--- config.mk ---
export PLATFORM = sky130hd
export DESIGN_NAME = mifu_top
export DESIGN_NICKNAME = d
export VERILOG_FILES = /design/src/mifu_pkg.sv /design/src/mifu_top.sv
export SDC_FILE = /design/constraint.sdc
export NUM_CORES = 1
export LEC_CHECK = 0
export ABC_AREA = 1
export BUFFER_PORTS_ARGS = -buffer_cell sky130_fd_sc_hd__buf_4
export CAP_MARGIN = 0
export CORE_AREA = 2 2 189 191
export DETAILED_ROUTE_END_ITERATION = 10
export DIE_AREA = 0 0 191 193
export GPL_TIMING_DRIVEN = 0
export SYNTH_ARGS = -nofsm -noshare
export SYNTH_HDL_FRONTEND = slang
export SYNTH_SLANG_ARGS = --single-unit
export TNS_END_PERCENT = 10
--- constraint.sdc ---
create_clock -name clk -period 3.04 [get_ports clk]
set_input_delay 0 -clock clk [delete_from_list [all_inputs] [get_ports clk]]
set_output_delay 0 -clock clk [all_outputs]
set_load 0.05 [all_outputs]
--- src/mifu_pkg.sv ---
// Constants, register map and carrier types of the motion interrupt and free fall unit.
// Assumes a single 100 MHz clock and a byte-wide register port from the serial front end.
package mifu_pkg;

    // ------------------------------------------------------------
    // Register offsets
    // ------------------------------------------------------------
    localparam logic [7:0] ADDR_STATUS = 8'h11;
    localparam logic [7:0] ADDR_MAP_A = 8'h2b;
    localparam logic [7:0] ADDR_MAP_B = 8'h2d;
    localparam logic [7:0] ADDR_CTL = 8'h37;
    localparam logic [7:0] ADDR_AXIS = 8'h38;
    localparam logic [7:0] ADDR_THR_HI = 8'h3e;
    localparam logic [7:0] ADDR_THR_LO = 8'h3f;
    localparam logic [7:0] ADDR_TIME_HI = 8'h40;
    localparam logic [7:0] ADDR_TIME_MID = 8'h41;
    localparam logic [7:0] ADDR_TIME_LO = 8'h42;
    localparam logic [7:0] ADDR_CFG_A = 8'h5d;
    localparam logic [7:0] ADDR_CFG_B = 8'h5e;

    // ------------------------------------------------------------
    // Field positions and reset values
    // ------------------------------------------------------------
    localparam int STILL_BIT = 6;
    localparam int CTL_EN_BIT = 2;
    localparam int CTL_REF_BIT = 3;
    localparam int POL_BIT = 7;
    localparam logic [7:0] RESET_BYTE = 8'h00;

    // ------------------------------------------------------------
    // Timing
    // ------------------------------------------------------------
    localparam int CLK_MHZ = 100;
    localparam int SETTLE_MS = 2;
    localparam int SETTLE_CYCLES = SETTLE_MS * 1000 * CLK_MHZ;

    // ------------------------------------------------------------
    // Carriers
    // ------------------------------------------------------------
    typedef struct packed {
        logic signed [15:0] x;
        logic signed [15:0] y;
        logic signed [15:0] z;
    } mifu_sample_t;

    typedef struct packed {
        logic o;
        logic oe;
    } mifu_pin_t;

endpackage

--- src/mifu_top.sv ---
// Inactivity based free fall detector and the two interrupt pin drivers.
// Assumes samples and register accesses arrive on clk from logic in the same domain.
module mifu_top #(
    parameter int SETTLE_COUNT = mifu_pkg::SETTLE_CYCLES
) (
    // Clock and reset
    input wire logic clk,
    input wire logic rst,
    // Sample stream
    input wire logic sample_valid,
    input wire mifu_pkg::mifu_sample_t sample,
    input wire logic meas_mode,
    input wire logic [7:0] other_events,
    // Register port
    input wire logic reg_wr,
    input wire logic reg_rd,
    input wire logic [7:0] reg_addr,
    input wire logic [7:0] reg_wdata,
    output logic [7:0] reg_rdata,
    // Interrupt pins
    output mifu_pkg::mifu_pin_t irq_pin_a,
    output mifu_pkg::mifu_pin_t irq_pin_b
);

    // ------------------------------------------------------------
    // Helpers
    // ------------------------------------------------------------
    function automatic logic [15:0] magnitude(input logic signed [15:0] v);
        magnitude = v[15] ? 16'(-v) : 16'(v);
    endfunction

    function automatic mifu_pkg::mifu_pin_t pin_next(input logic [7:0] map, input logic [7:0] src,
                                                     input logic pol, input logic keep);
        pin_next.oe = |map;
        pin_next.o = (|map) ? ((|(map & src)) ^ pol) : keep;
    endfunction

    // ------------------------------------------------------------
    // Registers
    // ------------------------------------------------------------
    logic [7:0] map_a_q, map_a_d, map_b_q, map_b_d, ctl_q, ctl_d, axis_q, axis_d;
    logic [7:0] cfg_a_q, cfg_a_d, cfg_b_q, cfg_b_d;
    logic [15:0] thr_q, thr_d;
    logic [23:0] dur_q, dur_d;
    logic [7:0] rdata_q, rdata_d;
    logic still_flag_q, still_flag_d;
    logic [23:0] cnt_q, cnt_d;
    logic [31:0] settle_q, settle_d;
    logic meas_q, meas_d;
    mifu_pkg::mifu_pin_t pa_q, pa_d, pb_q, pb_d;
    logic settled, below, still_event;
    logic [7:0] sources;

    assign settled = settle_q == 32'(SETTLE_COUNT);
    // Magnitude compare on each enabled axis; no axis enabled never qualifies.
    assign below = (|axis_q[2:0])
        && (!axis_q[0] || magnitude(sample.x) < thr_q)
        && (!axis_q[1] || magnitude(sample.y) < thr_q)
        && (!axis_q[2] || magnitude(sample.z) < thr_q);
    // Only absolute mode flags, and only once the output has settled.
    assign still_event = sample_valid && settled && ctl_q[mifu_pkg::CTL_EN_BIT]
        && !ctl_q[mifu_pkg::CTL_REF_BIT] && below
        && (cnt_q + 24'h000001 == (dur_q == 24'h000000 ? 24'h000001 : dur_q));

    always_comb
    begin
        map_a_d = map_a_q;
        map_b_d = map_b_q;
        ctl_d = ctl_q;
        axis_d = axis_q;
        cfg_a_d = cfg_a_q;
        cfg_b_d = cfg_b_q;
        thr_d = thr_q;
        dur_d = dur_q;
        rdata_d = rdata_q;
        if (reg_wr)
        begin
            unique case (reg_addr)
                mifu_pkg::ADDR_MAP_A: map_a_d = reg_wdata;
                mifu_pkg::ADDR_MAP_B: map_b_d = reg_wdata;
                mifu_pkg::ADDR_CTL: ctl_d = reg_wdata;
                mifu_pkg::ADDR_AXIS: axis_d = reg_wdata;
                mifu_pkg::ADDR_THR_HI: thr_d[15:8] = reg_wdata;
                mifu_pkg::ADDR_THR_LO: thr_d[7:0] = reg_wdata;
                mifu_pkg::ADDR_TIME_HI: dur_d[23:16] = reg_wdata;
                mifu_pkg::ADDR_TIME_MID: dur_d[15:8] = reg_wdata;
                mifu_pkg::ADDR_TIME_LO: dur_d[7:0] = reg_wdata;
                mifu_pkg::ADDR_CFG_A: cfg_a_d = reg_wdata;
                mifu_pkg::ADDR_CFG_B: cfg_b_d = reg_wdata;
                default: ;
            endcase
        end
        if (reg_rd)
        begin
            unique case (reg_addr)
                mifu_pkg::ADDR_STATUS: rdata_d = 8'({still_flag_q, 6'h00});
                mifu_pkg::ADDR_MAP_A: rdata_d = map_a_q;
                mifu_pkg::ADDR_MAP_B: rdata_d = map_b_q;
                mifu_pkg::ADDR_CTL: rdata_d = ctl_q;
                mifu_pkg::ADDR_AXIS: rdata_d = axis_q;
                mifu_pkg::ADDR_THR_HI: rdata_d = thr_q[15:8];
                mifu_pkg::ADDR_THR_LO: rdata_d = thr_q[7:0];
                mifu_pkg::ADDR_TIME_HI: rdata_d = dur_q[23:16];
                mifu_pkg::ADDR_TIME_MID: rdata_d = dur_q[15:8];
                mifu_pkg::ADDR_TIME_LO: rdata_d = dur_q[7:0];
                mifu_pkg::ADDR_CFG_A: rdata_d = cfg_a_q;
                mifu_pkg::ADDR_CFG_B: rdata_d = cfg_b_q;
                default: rdata_d = 8'h00;
            endcase
        end
    end

    always_ff @(posedge clk)
    begin
        if (rst)
        begin
            map_a_q <= mifu_pkg::RESET_BYTE;
            map_b_q <= mifu_pkg::RESET_BYTE;
            ctl_q <= mifu_pkg::RESET_BYTE;
            axis_q <= mifu_pkg::RESET_BYTE;
            cfg_a_q <= mifu_pkg::RESET_BYTE;
            cfg_b_q <= mifu_pkg::RESET_BYTE;
            thr_q <= 16'h0000;
            dur_q <= 24'h000000;
            rdata_q <= 8'h00;
        end
        else
        begin
            map_a_q <= map_a_d;
            map_b_q <= map_b_d;
            ctl_q <= ctl_d;
            axis_q <= axis_d;
            cfg_a_q <= cfg_a_d;
            cfg_b_q <= cfg_b_d;
            thr_q <= thr_d;
            dur_q <= dur_d;
            rdata_q <= rdata_d;
        end
    end

    assign reg_rdata = rdata_q;

    // ------------------------------------------------------------
    // Detector and settling timer
    // ------------------------------------------------------------
    always_comb
    begin
        meas_d = meas_mode;
        settle_d = settle_q;
        // Entering measurement mode restarts the settling wait.
        if (!meas_mode || (meas_mode && !meas_q))
        begin
            settle_d = 32'h00000000;
        end
        else if (!settled)
        begin
            settle_d = settle_q + 32'h00000001;
        end
        cnt_d = cnt_q;
        if (sample_valid)
        begin
            // A failing sample restarts; the count saturates at 24'hffffff.
            if (!below || !settled)
            begin
                cnt_d = 24'h000000;
            end
            else if (cnt_q != 24'hffffff)
            begin
                cnt_d = cnt_q + 24'h000001;
            end
        end
        // Status read clears, but a same cycle detection wins.
        still_flag_d = still_event || (still_flag_q && !(reg_rd
            && reg_addr == mifu_pkg::ADDR_STATUS));
    end

    always_ff @(posedge clk)
    begin
        if (rst)
        begin
            meas_q <= 1'b0;
            settle_q <= 32'h00000000;
            cnt_q <= 24'h000000;
            still_flag_q <= 1'b0;
        end
        else
        begin
            meas_q <= meas_d;
            settle_q <= settle_d;
            cnt_q <= cnt_d;
            still_flag_q <= still_flag_d;
        end
    end

    // ------------------------------------------------------------
    // Pin drivers
    // ------------------------------------------------------------
    // The inactivity source is the sticky flag, so the pin stays active until software reads it.
    always_comb
    begin
        sources = other_events;
        sources[mifu_pkg::STILL_BIT] = still_flag_q;
        pa_d = pin_next(map_a_q, sources, cfg_a_q[mifu_pkg::POL_BIT], pa_q.o);
        pb_d = pin_next(map_b_q, sources, cfg_b_q[mifu_pkg::POL_BIT], pb_q.o);
    end

    always_ff @(posedge clk)
    begin
        if (rst)
        begin
            pa_q <= '0;
            pb_q <= '0;
        end
        else
        begin
            pa_q <= pa_d;
            pb_q <= pb_d;
        end
    end

    assign irq_pin_a = pa_q;
    assign irq_pin_b = pb_q;

    // ------------------------------------------------------------
    // Checks
    // ------------------------------------------------------------
    property p_flag_needs_settle;
        @(posedge clk) disable iff (rst) $rose(still_flag_q) |-> $past(settled);
    endproperty
    a_flag_needs_settle: assert property (p_flag_needs_settle) else $error("early flag");

    property p_flag_on_event;
        @(posedge clk) disable iff (rst) still_event |=> still_flag_q;
    endproperty
    a_flag_on_event: assert property (p_flag_on_event) else $error("event lost");

    property p_flag_cause;
        @(posedge clk) disable iff (rst) $rose(still_flag_q) |-> $past(below && sample_valid);
    endproperty
    a_flag_cause: assert property (p_flag_cause) else $error("flag without quiet sample");

    property p_count_restart;
        @(posedge clk) disable iff (rst) (sample_valid && !below) |=> cnt_q == 24'h000000;
    endproperty
    a_count_restart: assert property (p_count_restart) else $error("count not restarted");

    property p_unmapped_release;
        @(posedge clk) disable iff (rst) (map_b_q == 8'h00) |=> !irq_pin_b.oe;
    endproperty
    a_unmapped_release: assert property (p_unmapped_release) else $error("pin b driven");

    property p_reset_release;
        @(posedge clk) rst |=> !irq_pin_a.oe && !irq_pin_b.oe;
    endproperty
    a_reset_release: assert property (p_reset_release) else $error("driven after reset");

    property p_route_level;
        @(posedge clk) disable iff (rst) (map_a_q[mifu_pkg::STILL_BIT] && still_flag_q)
            |=> irq_pin_a.oe && irq_pin_a.o == !$past(cfg_a_q[mifu_pkg::POL_BIT]);
    endproperty
    a_route_level: assert property (p_route_level) else $error("pin a level wrong");

    property p_keeper;
        @(posedge clk) disable iff (rst) (!irq_pin_b.oe && map_b_q == 8'h00)
            |=> $stable(irq_pin_b.o);
    endproperty
    a_keeper: assert property (p_keeper) else $error("keeper level moved");

    property p_idle_level;
        @(posedge clk) disable iff (rst) ((map_a_q != 8'h00) && !(|(map_a_q & sources)))
            |=> irq_pin_a.o == $past(cfg_a_q[mifu_pkg::POL_BIT]);
    endproperty
    a_idle_level: assert property (p_idle_level) else $error("pin a idle level wrong");

endmodule

==> results by group, run 1 <==
Worst setup path
  – Crit end category: register
  – Crit path buf inv count: 6
  – Crit start category: input port
  – Crit-path leading delay family: simple AND/OR/NAND/NOR gates
  – R2R cell count: 13
  – Maximum net fanout on the critical path: 10
  – Reg2Reg Setup Slack: 550 ps
  – Crit path depth: 25
  – CP required: 3360 ps
  – Worst EP arrival: 3140 ps
  – Most frequent CP cell: nand2_1
  – WS Path Type: input port to register
  – Setup crit end: cnt_q[12]
  – CP max stage delay: 260 ps
  – Slowest-stage cell, CP: ha_1
  – Crit Reg-Reg Startpoint: cnt_q[0]
  – Reg2reg end: still_flag_q
  – Crit path from: sample[33]

Clock tree
  – CTS tree: yes
  – Cts bufs inserted: 17
  – H-tree depth: 4
  – Clk_lat worst skew: 430 ps
  – Max clock buf depth: 2
  – CTS clk-pin slew, worst paths: 70 ps
  – CTS root buffer: clkbuf_16
  – Num Clock Sinks: 158

STA
  – Unrepaired setup endpoints after global routing: yes
  – Final Critical Period: 2819 ps
  – Worst Tran Pin Value: 904.2 ps
  – Final Max Slew Viols: 0
  – Slew margin rel.: 39.72%
  – Worst hold margin: 66.61 ps
  – Final hold violation count: 0
  – Setup-failing EPs final: 0
  – Final worst-path cycle share: 92.74%
  – Clk_skew: 12.75 ps
  – Fmax: 354.7 MHz

Place
  – HPWL after detailed placement: 24550 um
  – Routability cong.: 0.8896
  – Number of cells after detailed placement: 2098
  – IO Port Bufs: 83

Worst hold path
  – Min-Delay Path Class: input port to register

Power and ir drop
  – Total power: 5.046 mW
  – Worst IR Drop VDD: 276.9 uV
  – Leak: 4.915 nW
  – Pwr Density: 408.8 nW/um^2

Synth
  – Netlist Area Pre-Place: 10270 um^2
  – YS warnings: 0
  – Main synth FF type: dfxtp_1
  – Yosys reg bits: 158
  – Largest cells by area after synthesis: dfxtp_1 31%, nand2_1 10%, inv_1 7.5%
  – Syn_nets: 1683
  – Cells after Synth: 1554
  – Area leader, netlist: dfxtp_1
  – Seq/Total Area, Yosys: 30.80%
  – Yosys top cell area share: 30.80%
  – Post-synth cell types: 44
  – Number of flops mapped to enable cells by yosys: 0
  – FFs w/ async S/R, synth: 0%
  – Syn avg cell area: 6.609 um^2

Drt
  – Post-DRT Antenna Nets: 0
  – Initial DRC count: 715
  – WL/cell: 14.89 um
  – DRT Pass-1 Iters: 5
  – # DRC: 0
  – Drt via density: 4.900
  – WL final: 31890 um
  – Vias: 10500

Global routing
  – Total grt overflow: 0
  – First-pass GRT wire length: 51130 um
  – Largest net degree at the start of global routing: 17
  – Tot GR Track Use: 17.49%
  – Vias in the first global route: 9847
  – Initial antenna violation count: 2

Cells and area
  – Most common cell after layout, fill and taps aside: nand2_1
  – Fin cells: 2142
  – Area growth syn-to-layout: 20.18%
  – Fraction of layout instances using a drive strength above 1: 11.25%
  – Post-layout util: 35.30%
  – Fin nets: 1798
  – Most frequent cells in the layout: 284 x nand2_1, 205 x inv_1, 182 x nor2_1
  – Number of fill cells: 3753

Floorplan
  – Initial core utilization: 29.37%
  – Core area: 34960 um^2
  – Die footprint: 36860 um^2
  – Chip height: 193 um
  – Die Span X: 191 um
  – Row count: 69
  – Num ports: 90

Flow run
  – Max_cap viols: 0

Outcome
  – Outcome: finished, final reports clean
per-layer routing:
layer	vias up	share of wire [%]	GRT usage (%)
li1	5389	-	-
met1	4726	46	22.73
met2	320	46	29.26
met3	58	6.0	2.968
met4	2	2.4	6.082
met5	-	0.044	0
worst register-to-register path, stage by stage (launching register included):
cell and delay [ps]:
dfxtp_1 420, ha_1 230, nand3_2 140, nor2_4 220
nand3_2 150, o21ai_0 330, nand2_1 150, nand2_1 80
nand2_1 50, nor2_1 80, nand2_1 50, nor2_1 160
nand3_1 200, a21oi_1 160
worst min-delay path by stage:
stage           startpoint      endpoint  slack, ps  cells past startpoint
2_1_floorplan    meas_mode        meas_q        120                      2
3_3_place_gp     meas_mode        meas_q        240                      3
3_5_place_dp     meas_mode        meas_q        240                      3
4_1_cts        reg_addr[5]  still_flag_q         50                      5
5_1_grt        reg_addr[5]  still_flag_q         90                      5
6_report       reg_addr[5]  still_flag_q         70                      5
registers in the layout (all words and copies together) (netlist names), 16 cells and up:
name	count
thr_q	16
settle_q	32
dur_q	24
cnt_q	24
metrics by stage:
stage	setup TNS (ps)	setup slack, ps	area [um^2]
final	0	220.6	12340
after global routing	-13.83	-9.169	12340
after CTS	0	103.6	12210
after detailed placement	-14730	-658.7	11470
after global placement	-12290	-545.6	11470
after floorplan	0	234.8	10270
synthesized netlist by cell type, types with 13 or more instances:
cell type / instances
a211oi_1: 22
nand3_2: 13
xnor2_1: 22
nand3_1: 102
o22ai_1: 43
inv_1: 205
xor2_1: 32
nor3_1: 41
clkbuf_1: 36
a21oi_1: 149
nand2_1: 285
ha_1: 51
nor2_1: 182
dfxtp_1: 158
nand4_1: 21
o21ai_0: 101
logic make-up (layout without fill, tap and decap cells):
group                    Yosys count  count (layout)  synth area share (%)
AND/OR/NAND/NOR                  680             680                 29.69
other                              0               1                     0
AO/OA/AOI/OAI                    338             338                 18.13
adder cells (fa/ha/maj)           51              51                 6.213
XOR/XNOR                          55              55                 4.825
flip-flops                       158             158                 30.80
buffers and inverters            272             398                 10.34
report_power, final:
part / switching (mW) / total (mW) / internal (mW)
sequential: 0.0242 / 2.11 / 2.09
combinational: 0.360 / 0.615 / 0.255
clock: 0.913 / 2.32 / 1.40
total: 1.30 / 5.05 / 3.75
repair_timing:
action                                 4_1_cts  5_1_grt
hold buffers                                10        0
endpoints found under the hold margin       17        0
buffers inserted                             0        3
resized for setup                            4       19
setup endpoints to repair                   23       24
pin swaps                                    0        4
cell type report:
cell class	instances	area, um^2	area share, %
antenna	1	2.502	0.02028
buffer	54	245.2	1.987
clock buffer	19	442.9	3.589
clock inverter	11	181.4	1.470
inverter	218	818.3	6.630
multi-input combinational	1124	6153	49.86
sequential	158	3163	25.63
tap	461	576.8	4.674
timing repair buffer	96	758.2	6.144
Note: power is estimated with default switching activity, not from simulation.
==> inputs of run 2 (changes only) <==
REMOVE_ABC_BUFFERS = 1   (was default)
clock period = 3.55 ns   (was 3.04 ns; I/O delays follow)
==> run 2 against run 1 <==
Against the previous run: power decreased by 18%; critical path depth down 5; utilization down 0.85 points; non-clock buffer count down 48; routed wire length fell by 3.5%; sequential power fell by 14%.
==> results by group, run 2 (synthesis results as in run 1) <==
Worst setup path
  – Crit end category: register
  – CP required: 3890 ps
  – R2R cell count: 8
  – Reg2Reg Setup Slack: 510 ps
  – Crit Reg-Reg Startpoint: settle_q[23]
  – Worst EP arrival: 3530 ps
  – Crit start category: input port
  – Maximum net fanout on the critical path: 23
  – Reg2reg end: cnt_q[19]
  – WS Path Type: input port to register

Global routing
  – First-pass GRT wire length: 49160 um
  – Total grt overflow: 0
  – Vias in the first global route: 9593
  – Initial antenna violation count: 1
  – Largest net degree at the start of global routing: 66
  – Tot GR Track Use: 16.82%

Drt
  – Drt via density: 4.937
  – DRT Pass-1 Iters: 5
  – Vias: 10360
  – # DRC: 0
  – WL/cell: 14.66 um
  – Post-DRT Antenna Nets: 0
  – Initial DRC count: 781
  – WL final: 30770 um

Place
  – Routability cong.: 0.8745
  – IO Port Bufs: 88
  – HPWL after detailed placement: 22390 um
  – Number of cells after detailed placement: 2050

Cells and area
  – Area growth syn-to-layout: 17.28%
  – Most frequent cells in the layout: 285 x nand2_1, 205 x inv_1, 182 x nor2_1
  – Largest regs: settle_q: 32 flops, cnt_q: 24 flops, dur_q: 24 flops
  – Number of fill cells: 3741
  – Fin nets: 1752
  – Register bank with the most flops: settle_q
  – Fraction of layout instances using a drive strength above 1: 10.45%
  – Most common cell after layout, fill and taps aside: nand2_1
  – Fin cells: 2098
  – Post-layout util: 34.45%
  – Area of the multi-input gates: 6086 um^2
  – Max reg flops: 32
  – Reg area: 3163 um^2

Clock tree
  – Cts bufs inserted: 17
  – Clk_lat worst skew: 450 ps
  – Max clock buf depth: 2
  – CTS root buffer: clkbuf_16
  – Num Clock Sinks: 158
  – CTS clk-pin slew, worst paths: 70 ps
  – CTS tree: yes
  – H-tree depth: 4

Outcome
  – Outcome: finished, final reports clean

Power and ir drop
  – Cell internal pwr: 3.024 mW
  – Sw Share: 27.29%
  – Comb power frac: 12.3%
  – Worst IR Drop VDD: 234.0 uV
  – Pwr Density: 345.3 nW/um^2
  – Register share of total power: 43.5%
  – Part of the power in the clock network: 44.2%
  – Total power: 4.159 mW
  – Sw Pwr: 1.135 mW
  – Leak: 4.805 nW

Floorplan
  – Die Span X: 191 um
  – Row count: 69
  – Num ports: 90
  – Die footprint: 36860 um^2
  – Core area: 34960 um^2
  – Chip height: 193 um
  – Initial core utilization: 29.37%

STA
  – Final TNS setup: 0 ps
  – Clk_skew: 11.29 ps
  – Fmax: 314.1 MHz
  – Final hold violation count: 0
  – Final worst-path cycle share: 89.67%
  – Worst hold margin: 40.31 ps
  – Worst Tran Pin Value: 1305 ps
  – Final Max Slew Viols: 0
  – Final Critical Period: 3183 ps
  – Slew margin rel.: 12.92%
  – Unrepaired setup endpoints after global routing: no
  – Setup-failing EPs final: 0

Flow run
  – Max_cap viols: 0

Worst hold path
  – Hold EP: still_flag_q
  – Hold path depth: 5
  – HP Start: reg_addr[5]
  – Min-Delay Path Class: input port to register
[run 2: cell count changes in the layout (fill, tap and decap cells not counted), moves of 5 or more]
cell      delta
a21oi_2      -5
buf_2        -9
buf_4        +5
a21oi_1      +5
buf_1        -5
clkbuf_1    -36
[run 2: worst max-delay path, cell delays in order]
cell     delay [ps]
buf_4           110
inv_1            70
ha_1            140
inv_1            50
nor3_1          210
nand3_1         140
nor3_1          300
inv_1           100
o41ai_1         320
xnor2_1         130
ha_1            280
nand3_1         100
nor3_1          170
nand2_1         100
a21oi_1         480
nor2_4          150
nand3_4         340
nand2_1          90
o21ai_0         160
inv_1            50
[run 2: how the worst max path moves through the flow]
stage | start | to | slack, ps | depth (start not counted)
after floorplan | sample[33] | cnt_q[0] | -160 | 21
after global placement | sample[33] | cnt_q[22] | -1380 | 22
after detailed placement | sample[33] | cnt_q[9] | -1400 | 22
after CTS | sample[33] | cnt_q[2] | 120 | 22
after global routing | sample[1] | cnt_q[22] | 20 | 22
final | sample[1] | cnt_q[23] | 370 | 20
[run 2: layout make-up]
type | instances | area share, %
Clock buffer | 19 | 3.761
Timing Repair Buffer | 102 | 6.753
Tap cell | 461 | 4.789
Sequential cell | 158 | 26.26
Multi-Input combinational cell | 1126 | 50.53
Clock inverter | 13 | 1.080
Antenna cell | 1 | 0.02078
Inverter | 218 | 6.804
[run 2: layer usage]
metal | track usage, % | vias up | share of wire, %
li1 | - | 5301 | -
met2 | 28.02 | 282 | 46
met3 | 3.367 | 48 | 5.7
met1 | 21.58 | 4727 | 46
met4 | 6.023 | 0 | 2.2
met5 | 0 | - | 0
[run 2: timing repair]
action / in CTS / in global routing
hold buffers: 11 / 0
pin swaps: 1 / 1
setup buffers: 0 / 2
gates cloned: 1 / 1
endpoints found under the setup margin: 24 / 24
endpoints found under the hold margin: 81 / 0
resized for setup: 3 / 1
[run 2: through the flow]
| step | instance area, um^2 | setup WS [ps] |
|---|---|---|
| after global routing | 12040 | 17.19 |
| after CTS | 12020 | 123.7 |
| after global placement | 11260 | -1375 |
| after floorplan | 10030 | -156.4 |
| final | 12040 | 366.7 |
| after detailed placement | 11290 | -1399 |
[run 2: power groups by stage]
stage / logic (mW) / registers (mW) / clock network [mW]
floorplan: 0.294 / 1.85 / 0
global placement: 0.485 / 1.85 / 0
detailed placement: 0.498 / 1.85 / 0
CTS: 0.510 / 1.81 / 1.86
global route: 0.585 / 1.81 / 1.94
finish: 0.511 / 1.81 / 1.84
